### src/rtl/idt_pkg.sv
package idt_pkg;
  // Instruction word and operand widths
  localparam int unsigned WORD_W = 14;
  localparam int unsigned FADDR_W = 7;
  localparam int unsigned BITSEL_W = 3;
  localparam int unsigned PHASES = 4;
  localparam int unsigned PHASE_W = 2;
  // Field positions inside the 14-bit word
  localparam int unsigned DEST_POS = 7;
  localparam int unsigned BIT_LSB = 7;
  localparam int unsigned PTR_POS = 2;
  // Indirect file register addresses (pointer 0 and 1)
  localparam logic [6:0] INDIRECT0_ADDR = 7'h00;
  localparam logic [6:0] INDIRECT1_ADDR = 7'h01;
  // Pointer bit that marks program memory space
  localparam int unsigned PTR_PROG_BIT = 15;
  // Opcode category (top two bits)
  localparam logic [1:0] CAT_BYTE = 2'h0;
  localparam logic [1:0] CAT_BIT = 2'h1;
  localparam logic [1:0] CAT_CALL = 2'h2;
  localparam logic [1:0] CAT_LIT = 2'h3;
  // Selected opcodes
  localparam logic [3:0] OP_DEC_SKIP = 4'hB;
  localparam logic [3:0] OP_INC_SKIP = 4'hF;
  localparam logic [13:0] OP_RETURN = 14'h0008;
  localparam logic [13:0] OP_RET_INT = 14'h0009;
  localparam logic [13:0] OP_CALL_W = 14'h000A;
  localparam logic [13:0] OP_BRANCH_W = 14'h000B;
  localparam logic [6:0] OP_MOVIW_HI = 7'h00;
  localparam logic [4:0] OP_MOVIW_MID = 5'h02;
  localparam logic [3:0] OP_RET_LIT = 4'h4;
  localparam logic [4:0] OP_REL_BRANCH = 5'h19;
  localparam logic [6:0] OP_PTR_IMM = 7'h3F;

  typedef enum logic [1:0] {
    IDT_GRP_BYTE,
    IDT_GRP_BIT,
    IDT_GRP_LITCTL
  } idt_group_t;

  typedef enum logic [1:0] {
    IDT_PRE_INC,
    IDT_PRE_DEC,
    IDT_POST_INC,
    IDT_POST_DEC
  } idt_ptr_mode_t;
endpackage : idt_pkg

### src/rtl/idt_decoder.sv
// Function
// - Take one 14-bit word per instruction
// - Sort into byte, bit, literal/control groups
// - Calls take two cycles
// - Returns take two cycles
// - Jumps, branches and taken skips take two cycles
// - Indirect to program memory adds a cycle
// - Instruction cycle is four oscillator clocks
// - File register always read before write
// - Destination bit: 0 to W, 1 to file
// - File address is seven bits wide
// - Bit operand picks one of eight bits
// - Don't-care opcode bits are ignored
// - Pointer number selects pair zero or one
// - Two-bit pointer update mode
// - Working register is the accumulator
// - Second cycle of a branch is a no-op
`timescale 1ns/10ps
`default_nettype none
module idt_decoder (
  input wire logic clock_in,
  input wire logic rstn_in,
  input wire logic [13:0] instr_in,
  input wire logic skip_true_in,
  input wire logic [15:0] file_select_pointer0_in,
  input wire logic [15:0] file_select_pointer1_in,
  output logic fetch_out,
  output logic [1:0] phase_out,
  output logic [1:0] group_out,
  output logic [6:0] file_addr_out,
  output logic [2:0] bit_sel_out,
  output logic dest_file_out,
  output logic dest_working_out,
  output logic ptr_num_out,
  output logic [1:0] pointer_update_mode_out,
  output logic uses_file_out,
  output logic file_read_out,
  output logic file_write_out,
  output logic working_implicit_out,
  output logic exec_nop_out,
  output logic [1:0] cycles_out
);
  typedef enum logic [1:0] {
    IDT_ST_EXEC,
    IDT_ST_EXTRA,
    IDT_ST_FLUSH
  } idt_state_t;

  idt_state_t state_q;
  logic [13:0] instr_q;
  logic [1:0] phase;
  logic cycle_end;
  logic [1:0] cat;
  logic is_byte, is_bit, is_skip_op, is_call_like, is_return, is_branch;
  logic is_movi, ind_hit, ind_prog, writes_file, base_two;
  logic [1:0] cycles_d;

  // Instruction cycle timing from the oscillator
  idt_phase_counter #(.PHASES(idt_pkg::PHASES)) u_phase (
    .clock_in(clock_in),
    .rstn_in(rstn_in),
    .phase_out(phase),
    .cycle_end_out(cycle_end)
  );

  // Category decode from the current word
  always_comb begin
    cat = instr_q[13:12];
    is_byte = (cat == idt_pkg::CAT_BYTE) &&
      (instr_q[11:8] != 4'h0 || instr_q[7]);
    is_bit = (cat == idt_pkg::CAT_BIT);
    is_skip_op = (is_byte && (instr_q[11:8] == idt_pkg::OP_DEC_SKIP ||
      instr_q[11:8] == idt_pkg::OP_INC_SKIP)) ||
      (is_bit && instr_q[11]);
    is_call_like = (cat == idt_pkg::CAT_CALL && !instr_q[11]) ||
      instr_q == idt_pkg::OP_CALL_W;
    is_return = instr_q == idt_pkg::OP_RETURN ||
      instr_q == idt_pkg::OP_RET_INT ||
      (cat == idt_pkg::CAT_LIT &&
       instr_q[11:8] == idt_pkg::OP_RET_LIT);
    is_branch = (cat == idt_pkg::CAT_CALL && instr_q[11]) ||
      instr_q[13:9] == idt_pkg::OP_REL_BRANCH ||
      instr_q == idt_pkg::OP_BRANCH_W;
    // Indirect moves: pointer number in bit 2, mode in bits 1:0
    is_movi = instr_q[13:7] == idt_pkg::OP_MOVIW_HI &&
      instr_q[6:3] == idt_pkg::OP_MOVIW_MID[3:0];
    writes_file = is_bit || (is_byte && instr_q[idt_pkg::DEST_POS]);
    // Indirect register reach plus program-space pointer
    ind_hit = (is_byte || is_bit) &&
      (instr_q[6:0] == idt_pkg::INDIRECT0_ADDR ||
       instr_q[6:0] == idt_pkg::INDIRECT1_ADDR);
    ind_prog = instr_q[0] ?
      file_select_pointer1_in[idt_pkg::PTR_PROG_BIT] :
      file_select_pointer0_in[idt_pkg::PTR_PROG_BIT];
    base_two = is_call_like || is_return || is_branch ||
      (is_skip_op && skip_true_in);
    cycles_d = 2'h1 + {1'b0, base_two} +
      {1'b0, ind_hit && ind_prog};
  end

  // Capture a new word only at the end of a non-stalled cycle
  always_ff @(posedge clock_in or negedge rstn_in) begin
    if (!rstn_in) begin
      instr_q <= 14'h0000;
    end else if (fetch_out) begin
      instr_q <= instr_in;
    end
  end

  // Extra-cycle sequencer; taken skips, branches, calls and returns flush with a no-op
  always_ff @(posedge clock_in or negedge rstn_in) begin
    if (!rstn_in) begin
      state_q <= IDT_ST_EXEC;
    end else if (cycle_end) begin
      case (state_q)
        IDT_ST_EXEC: begin
          if (ind_hit && ind_prog) begin
            state_q <= IDT_ST_EXTRA;
          end else if (base_two) begin
            state_q <= IDT_ST_FLUSH;
          end
        end
        IDT_ST_EXTRA: begin
          state_q <= base_two ? IDT_ST_FLUSH : IDT_ST_EXEC;
        end
        default: begin
          state_q <= IDT_ST_EXEC;
        end
      endcase
    end
  end

  // Fetch at the end of the word's last cycle; the held word never
  // re-enters execution, which would replay its extra cycles forever
  assign fetch_out = cycle_end && (state_q == IDT_ST_FLUSH ||
    (state_q == IDT_ST_EXTRA && !base_two) ||
    (state_q == IDT_ST_EXEC && !(ind_hit && ind_prog) && !base_two));

  // Operand fields; unused bits are simply never looked at
  always_ff @(posedge clock_in or negedge rstn_in) begin
    if (!rstn_in) begin
      group_out <= 2'h0;
      file_addr_out <= 7'h00;
      bit_sel_out <= 3'h0;
      dest_file_out <= 1'b1;
      dest_working_out <= 1'b0;
      ptr_num_out <= 1'b0;
      pointer_update_mode_out <= 2'h0;
      uses_file_out <= 1'b0;
      working_implicit_out <= 1'b0;
      cycles_out <= 2'h1;
    end else begin
      group_out <= is_byte ? 2'(idt_pkg::IDT_GRP_BYTE) :
        is_bit ? 2'(idt_pkg::IDT_GRP_BIT) :
        2'(idt_pkg::IDT_GRP_LITCTL);
      file_addr_out <= instr_q[6:0];
      bit_sel_out <= instr_q[9:7];
      dest_file_out <= instr_q[idt_pkg::DEST_POS];
      dest_working_out <= is_byte &&
        !instr_q[idt_pkg::DEST_POS];
      ptr_num_out <= instr_q[idt_pkg::PTR_POS];
      pointer_update_mode_out <= is_movi ? instr_q[1:0] :
        2'h0;
      uses_file_out <= is_byte || is_bit;
      working_implicit_out <= is_byte ||
        cat == idt_pkg::CAT_LIT;
      cycles_out <= cycles_d;
    end
  end

  // Read in phase 1 of every file instruction, store in phase 3 when it writes the file
  assign file_read_out = (is_byte || is_bit) && state_q == IDT_ST_EXEC &&
    phase == 2'h1;
  assign file_write_out = writes_file && state_q == IDT_ST_EXEC &&
    phase == 2'h3;
  assign exec_nop_out = state_q == IDT_ST_FLUSH;
  assign phase_out = phase;
endmodule : idt_decoder
`default_nettype wire

### src/rtl/idt_phase_counter.sv
`timescale 1ns/10ps
`default_nettype none
module idt_phase_counter #(
  parameter int unsigned PHASES = 4
) (
  input wire logic clock_in,
  input wire logic rstn_in,
  output logic [1:0] phase_out,
  output logic cycle_end_out
);
  logic [1:0] phase_q;

  // Divide the oscillator by four into one instruction cycle
  always_ff @(posedge clock_in or negedge rstn_in) begin
    if (!rstn_in) begin
      phase_q <= 2'h0;
    end else begin
      phase_q <= phase_q + 2'h1;
    end
  end

  assign phase_out = phase_q;
  assign cycle_end_out = (phase_q == 2'(PHASES - 1));
endmodule : idt_phase_counter
`default_nettype wire

### config.mk
export PLATFORM = sky130hd
export DESIGN_NAME = idt_decoder
export DESIGN_NICKNAME = d
export VERILOG_FILES = /design/src/rtl/idt_pkg.sv /design/src/rtl/idt_decoder.sv /design/src/rtl/idt_phase_counter.sv
export SDC_FILE = /design/constraint.sdc
export NUM_CORES = 1
export LEC_CHECK = 0
export ABC_AREA = 1
export BUFFER_PORTS_ARGS = -buffer_cell sky130_fd_sc_hd__buf_4
export CAP_MARGIN = 10
export CORE_AREA = 2 2 72 81
export DETAILED_ROUTE_END_ITERATION = 16
export DIE_AREA = 0 0 74 83
export GPL_ROUTABILITY_DRIVEN = 0
export PLACE_DENSITY = 0.68
export REMOVE_ABC_BUFFERS = 1
export SYNTH_ARGS = -nofsm -noshare
export SYNTH_HDL_FRONTEND = slang
export SYNTH_SLANG_ARGS = --single-unit
export TNS_END_PERCENT = 1
### constraint.sdc
create_clock -name clock_in -period 1.4 [get_ports clock_in]
set_input_delay 0.14 -clock clock_in [delete_from_list [all_inputs] [get_ports clock_in]]
set_output_delay 0.14 -clock clock_in [all_outputs]
set_load 0.1 [all_outputs]
### Yosys cells after proc, flatten, opt, wreduce, memory -nomap -nowiden

Index checks and enable logic that the tools add are counted.
W data, S select, Z words.

* latch bits: 0
* bits of input ports: 49
* logic and storage cells: 89
* memories kept: 0
* ROM bits: 0
* memory bits (writable): 0
* bits in registers: 39

* eq/ne operators: 18
* div/mod/pow operators: 0
* magnitude comparators: 0
* multipliers: 0
* bitwise gates (word level): 0
* add/sub/neg operators: 3
* multiplexer cells: 8
* shift operators: 0
* reductions and logical operators: 47

Operators by type and width (number)
* $eq A14 B4 Y1 const B: 4
* $logic_and A1 B1 Y1: 20
* $logic_or A1 B1 Y1: 17
* $logic_not A7 Y1: 2
* $mux W2: 6
* $eq A2 B2 Y1 const B: 4
* $eq A4 B4 Y1 const B: 2
* $eq A7 B1 Y1 const B: 1
* $eq A2 B1 Y1 const B: 3
* $eq A5 B5 Y1 const B: 1
* $eq A4 B2 Y1 const B: 1
* $eq A4 B3 Y1 const B: 1
* $logic_not A1 Y1: 4
* $logic_not A2 Y1: 2
* $pmux W2 S2: 1
* $reduce_bool A4 Y1: 1
* $ne A3 B3 Y1 const B: 1
* $add A1 B1 Y2 const A: 1
* $add A2 B1 Y2: 1
* $add A2 B1 Y2 const B: 1
* $reduce_and A2 Y1: 1
* $mux W1: 1

### Logic depth before layout (Yosys ltp)

* depth after elaboration: 12
* depth in mapped cells: 13
* gate-level depth less buffers: 12

### By module

A second synthesis with hierarchy kept.

* cell total of the unflattened synthesis: 160
* area total of the unflattened synthesis: 1524.0 um^2

Modules (own cells, without submodules)
* idt_decoder: cells each 156, area an instance 1457.6 um^2, seq. area each 903.4 um^2, instances 1
* idt_phase_counter: cells each 4, area an instance 66.3 um^2, seq. area each 50.0 um^2, instances 1

### Worst setup path after synthesis

Ideal clock, no wire load.

* kind: register -> output
* start point: reg u_phase.phase_q[0], in the netlist u_phase.phase_out[0]
* end point: out file_write_out
* arrival: 3.710 ns
* path slack: -2.450 ns
* cell stages (with the launch flop): 5
* path through: dfrtp_1 > ha_1 > buf_2 > nand2_1 > a211oi_1

* longest elaborated chain between the ends: 2

Ends and longest elaborated chain
* start, declared: line idt_phase_counter.sv:11 `logic [1:0] phase_q;`
* start signal, assigned: line idt_phase_counter.sv:18 `phase_q <= phase_q + 2'h1;`
* $eq A2 B2 Y1: line idt_decoder.sv:175 `phase == 2'h3;`
* $logic_and A1 B1 Y1: line idt_decoder.sv:174 `assign file_write_out = writes_file && state_q == IDT_ST_EXEC &&`
* end, declared: line idt_decoder.sv:38 `output logic file_write_out,`

No other way between the ends.

### Worst setup path after layout

* start point: reg instr_q[9]
* end point: out fetch_out

* longest elaborated chain between the ends: 12
* elaborated cells on any way between the ends: 35

Ends and longest elaborated chain
* start, declared: line idt_decoder.sv:50 `logic [13:0] instr_q;`
* start signal, assigned: line idt_decoder.sv:106 `instr_q <= instr_in;`
* parallel branches: the longest is 10 deep, another holds $eq A14 B4 Y1
* $logic_or A1 B1 Y1 (*): line idt_decoder.sv:136 `(state_q == IDT_ST_EXTRA && !base_two) ||`
* $logic_and A1 B1 Y1 (*): line idt_decoder.sv:135 `assign fetch_out = cycle_end && (state_q == IDT_ST_FLUSH ||`
* end, declared: line idt_decoder.sv:27 `output logic fetch_out,`

Every way passes the cells marked *.

==> run metrics <==
Worst R2R Path Depth 13; ANT nets after route 0; run status finished with violations; worst rel slew slack 68.52%; final hold violations 0; Final Util 44.58%; # rows 28; starting density of the core 29.42%; dpl ws -0.2558 ns; clock skew 0.004411 ns; total routed wirelength 3533 um; worst-skew pair later-pin latency 0.29 ns; Port Buffers 45; Max Fclk 545.4 MHz; Max clock buf depth 2; worst-path fanout max 3; final setup vio count 17; P&R area growth vs syn 51.53%; CP startpoint kind flop; share of cells above drive strength 1 43.72%; grt total ovfl 0; ANT cells 0; Placed Cells 311; Iteration-0 DRC Markers 37; met1 WL 1443 um; CTS sink cnt 38; max-slew violations 0; type of the tightest min-delay check in -> reg; nets@finish 297; Worst Setup End Kind output port; failing checks negative setup slack; Tmin final 1.834 ns; Final Cycle Share 131.0%; synthesized instance count 166; CTS Buf Count 5; GRT Overall Usage 12.46%; Mapped Area 0.001556 mm^2; Cell Count, Final, Fillers Out 322; vias in the first global route 1,357; via count 1,325; largest net degree at the start of global routing 39; root buf cell clkbuf_8; Die H 83 um; Reg clk slew, reported paths 0.07 ns; #FFs+latches synth 38; H-tree Lvls 2; DP Wirelength 2597 um; Critical Path AT 1.69 ns; first-pass GRT wire length 5830 um; register area share after synthesis 61.25%; DRC 0; drt via density 4.115; I/O pin cnt 76; Top FF cell, synth dfrtp_1; initial antenna violation count 0; final setup margin -0.4335 ns; syn avg cell area 9.376 um^2; Synth async-reset ratio 100.0%; max layer used met4; number of synthesized flops with an enable pin 0; WL per Instance 10.97 um; Syn. warnings 0; iteration count of the initial detailed-routing pass 4; RSZ-0062 raised after global routing true; Setup TNS Final -3.453 ns; fill count 508; met2 wire len 1832 um; die width 74 um; CTS tree yes; hold depth 3; Worst-Margin Slew 0.4722 ns; routed length on met3 152 um; Max Cap Viol 0; WP data required 1.26 ns; Placeable Area 0.005290 mm^2; die area 0.006142 mm^2; Crit Path Class reg -> out; Netlist cell types 21
==> cell usage in the layout, fill, tap and decap left out, drive strengths merged <==
cell,n
a211oi,1
o21ai,2
a21oi,1
nand3,23
dfstp,2
nor2,17
clkinv,1
dfrtp,36
nor3,1
clkbuf,8
buf,76
ha,2
o22ai,1
or2,1
inv,22
dlygate4sd3,1
nand2,51
nand4,1
==> area by class of cell <==
class,instances,area [um^2],area share (%)
Clock inverter,1,5.005,0.2122
Inverter,22,82.58,3.501
Clock buffer,7,86.33,3.660
Sequential cell,38,955.9,40.53
Tap cell,75,93.84,3.979
Timing Repair Buffer,78,623.1,26.42
Multi-Input combinational cell,101,511.7,21.70
==> logic make-up (layout without fill, tap and decap cells) <==
family	after synthesis	in the layout	share of synthesized area, %
AOI/OAI and AO/OA	5	5	1.849
DFF	38	38	61.25
adders and majority gates	2	2	1.607
and+or+nand+nor	94	94	27.65
buffers and inverters	27	108	7.636
==> critical path: stages, from the launching register on <==
cell and delay [ns]:
dfrtp_1 0.39, nor2_2 0.15, nand3_1 0.11, nand2_2 0.11, nand2_4 0.05, nand2_2 0.06
nand2_2 0.05, nand2_2 0.07, nand2_2 0.06, nand2_4 0.07, nand2_4 0.05, inv_2 0.07
buf_12 0.16
==> flip-flops by register name (all words and copies together), names as in the netlist, 2 cells and up <==
| name | flops |
|---|---|
| instr_q | 14 |
| file_addr_out | 7 |
| bit_sel_out | 3 |
| cycles_out | 2 |
| group_out | 2 |
| pointer_update_mode_out | 2 |
| state_q | 2 |
| u_phase.phase_out | 2 |
==> final timing paths <==
path	from	end	slack, ns
min in group asynchronous	rstn_in	file_addr_out[5]	0.34
worst max register to register	instr_q[9]	instr_q[13]	-0.19
worst max-delay path	instr_q[9]	fetch_out	-0.43
worst min-delay path	instr_in[8]	instr_q[8]	0.08
worst min register to register	instr_q[6]	file_addr_out[6]	0.43
max in group asynchronous	rstn_in	instr_q[13]	0.69
==> metal layers <==
| layer | vias up | track usage [%] |
|---|---|---|
| li1 | 669 | - |
| met1 | 606 | 13.92 |
| met2 | 39 | 19.89 |
| met3 | 11 | 3.883 |
| met4 | 0 | 8.099 |
| met5 | - | 0 |
==> repair_timing <==
action	CTS	global route
resized for setup	16	3
hold buffers	1	0
endpoints found under the setup margin	20	21
endpoints found under the hold margin	36	0
setup buffers	1	1
pin swaps	1	0
==> metrics by stage <==
| stage | hold slack [ns] | area, um^2 |
|---|---|---|
| after CTS | 0.06504 | 2341 |
| after floorplan | -0.1556 | 1520 |
| final | 0.07679 | 2359 |
| after global placement | 0.1250 | 2177 |
| after detailed placement | 0.1283 | 2177 |
| after global routing | 0.07973 | 2359 |
==> cell usage after synthesis (2+ instances only) <==
| cell | n | area, um^2 |
|---|---|---|
| buf_2 | 2 | 10.01 |
| buf_4 | 2 | 15.01 |
| dfrtp_1 | 36 | 900.9 |
| dfstp_2 | 2 | 52.55 |
| ha_1 | 2 | 25.02 |
| inv_1 | 21 | 78.83 |
| nand2_1 | 42 | 157.7 |
| nand2_2 | 6 | 37.54 |
| nand2_4 | 3 | 33.78 |
| nand3_1 | 23 | 115.1 |
| nor2_1 | 15 | 56.30 |
| nor2_2 | 2 | 12.51 |
| o21ai_0 | 2 | 10.01 |
Power is not shown: default switching activity piles up to over one toggle a cycle in this logic, so the estimate is an artifact.
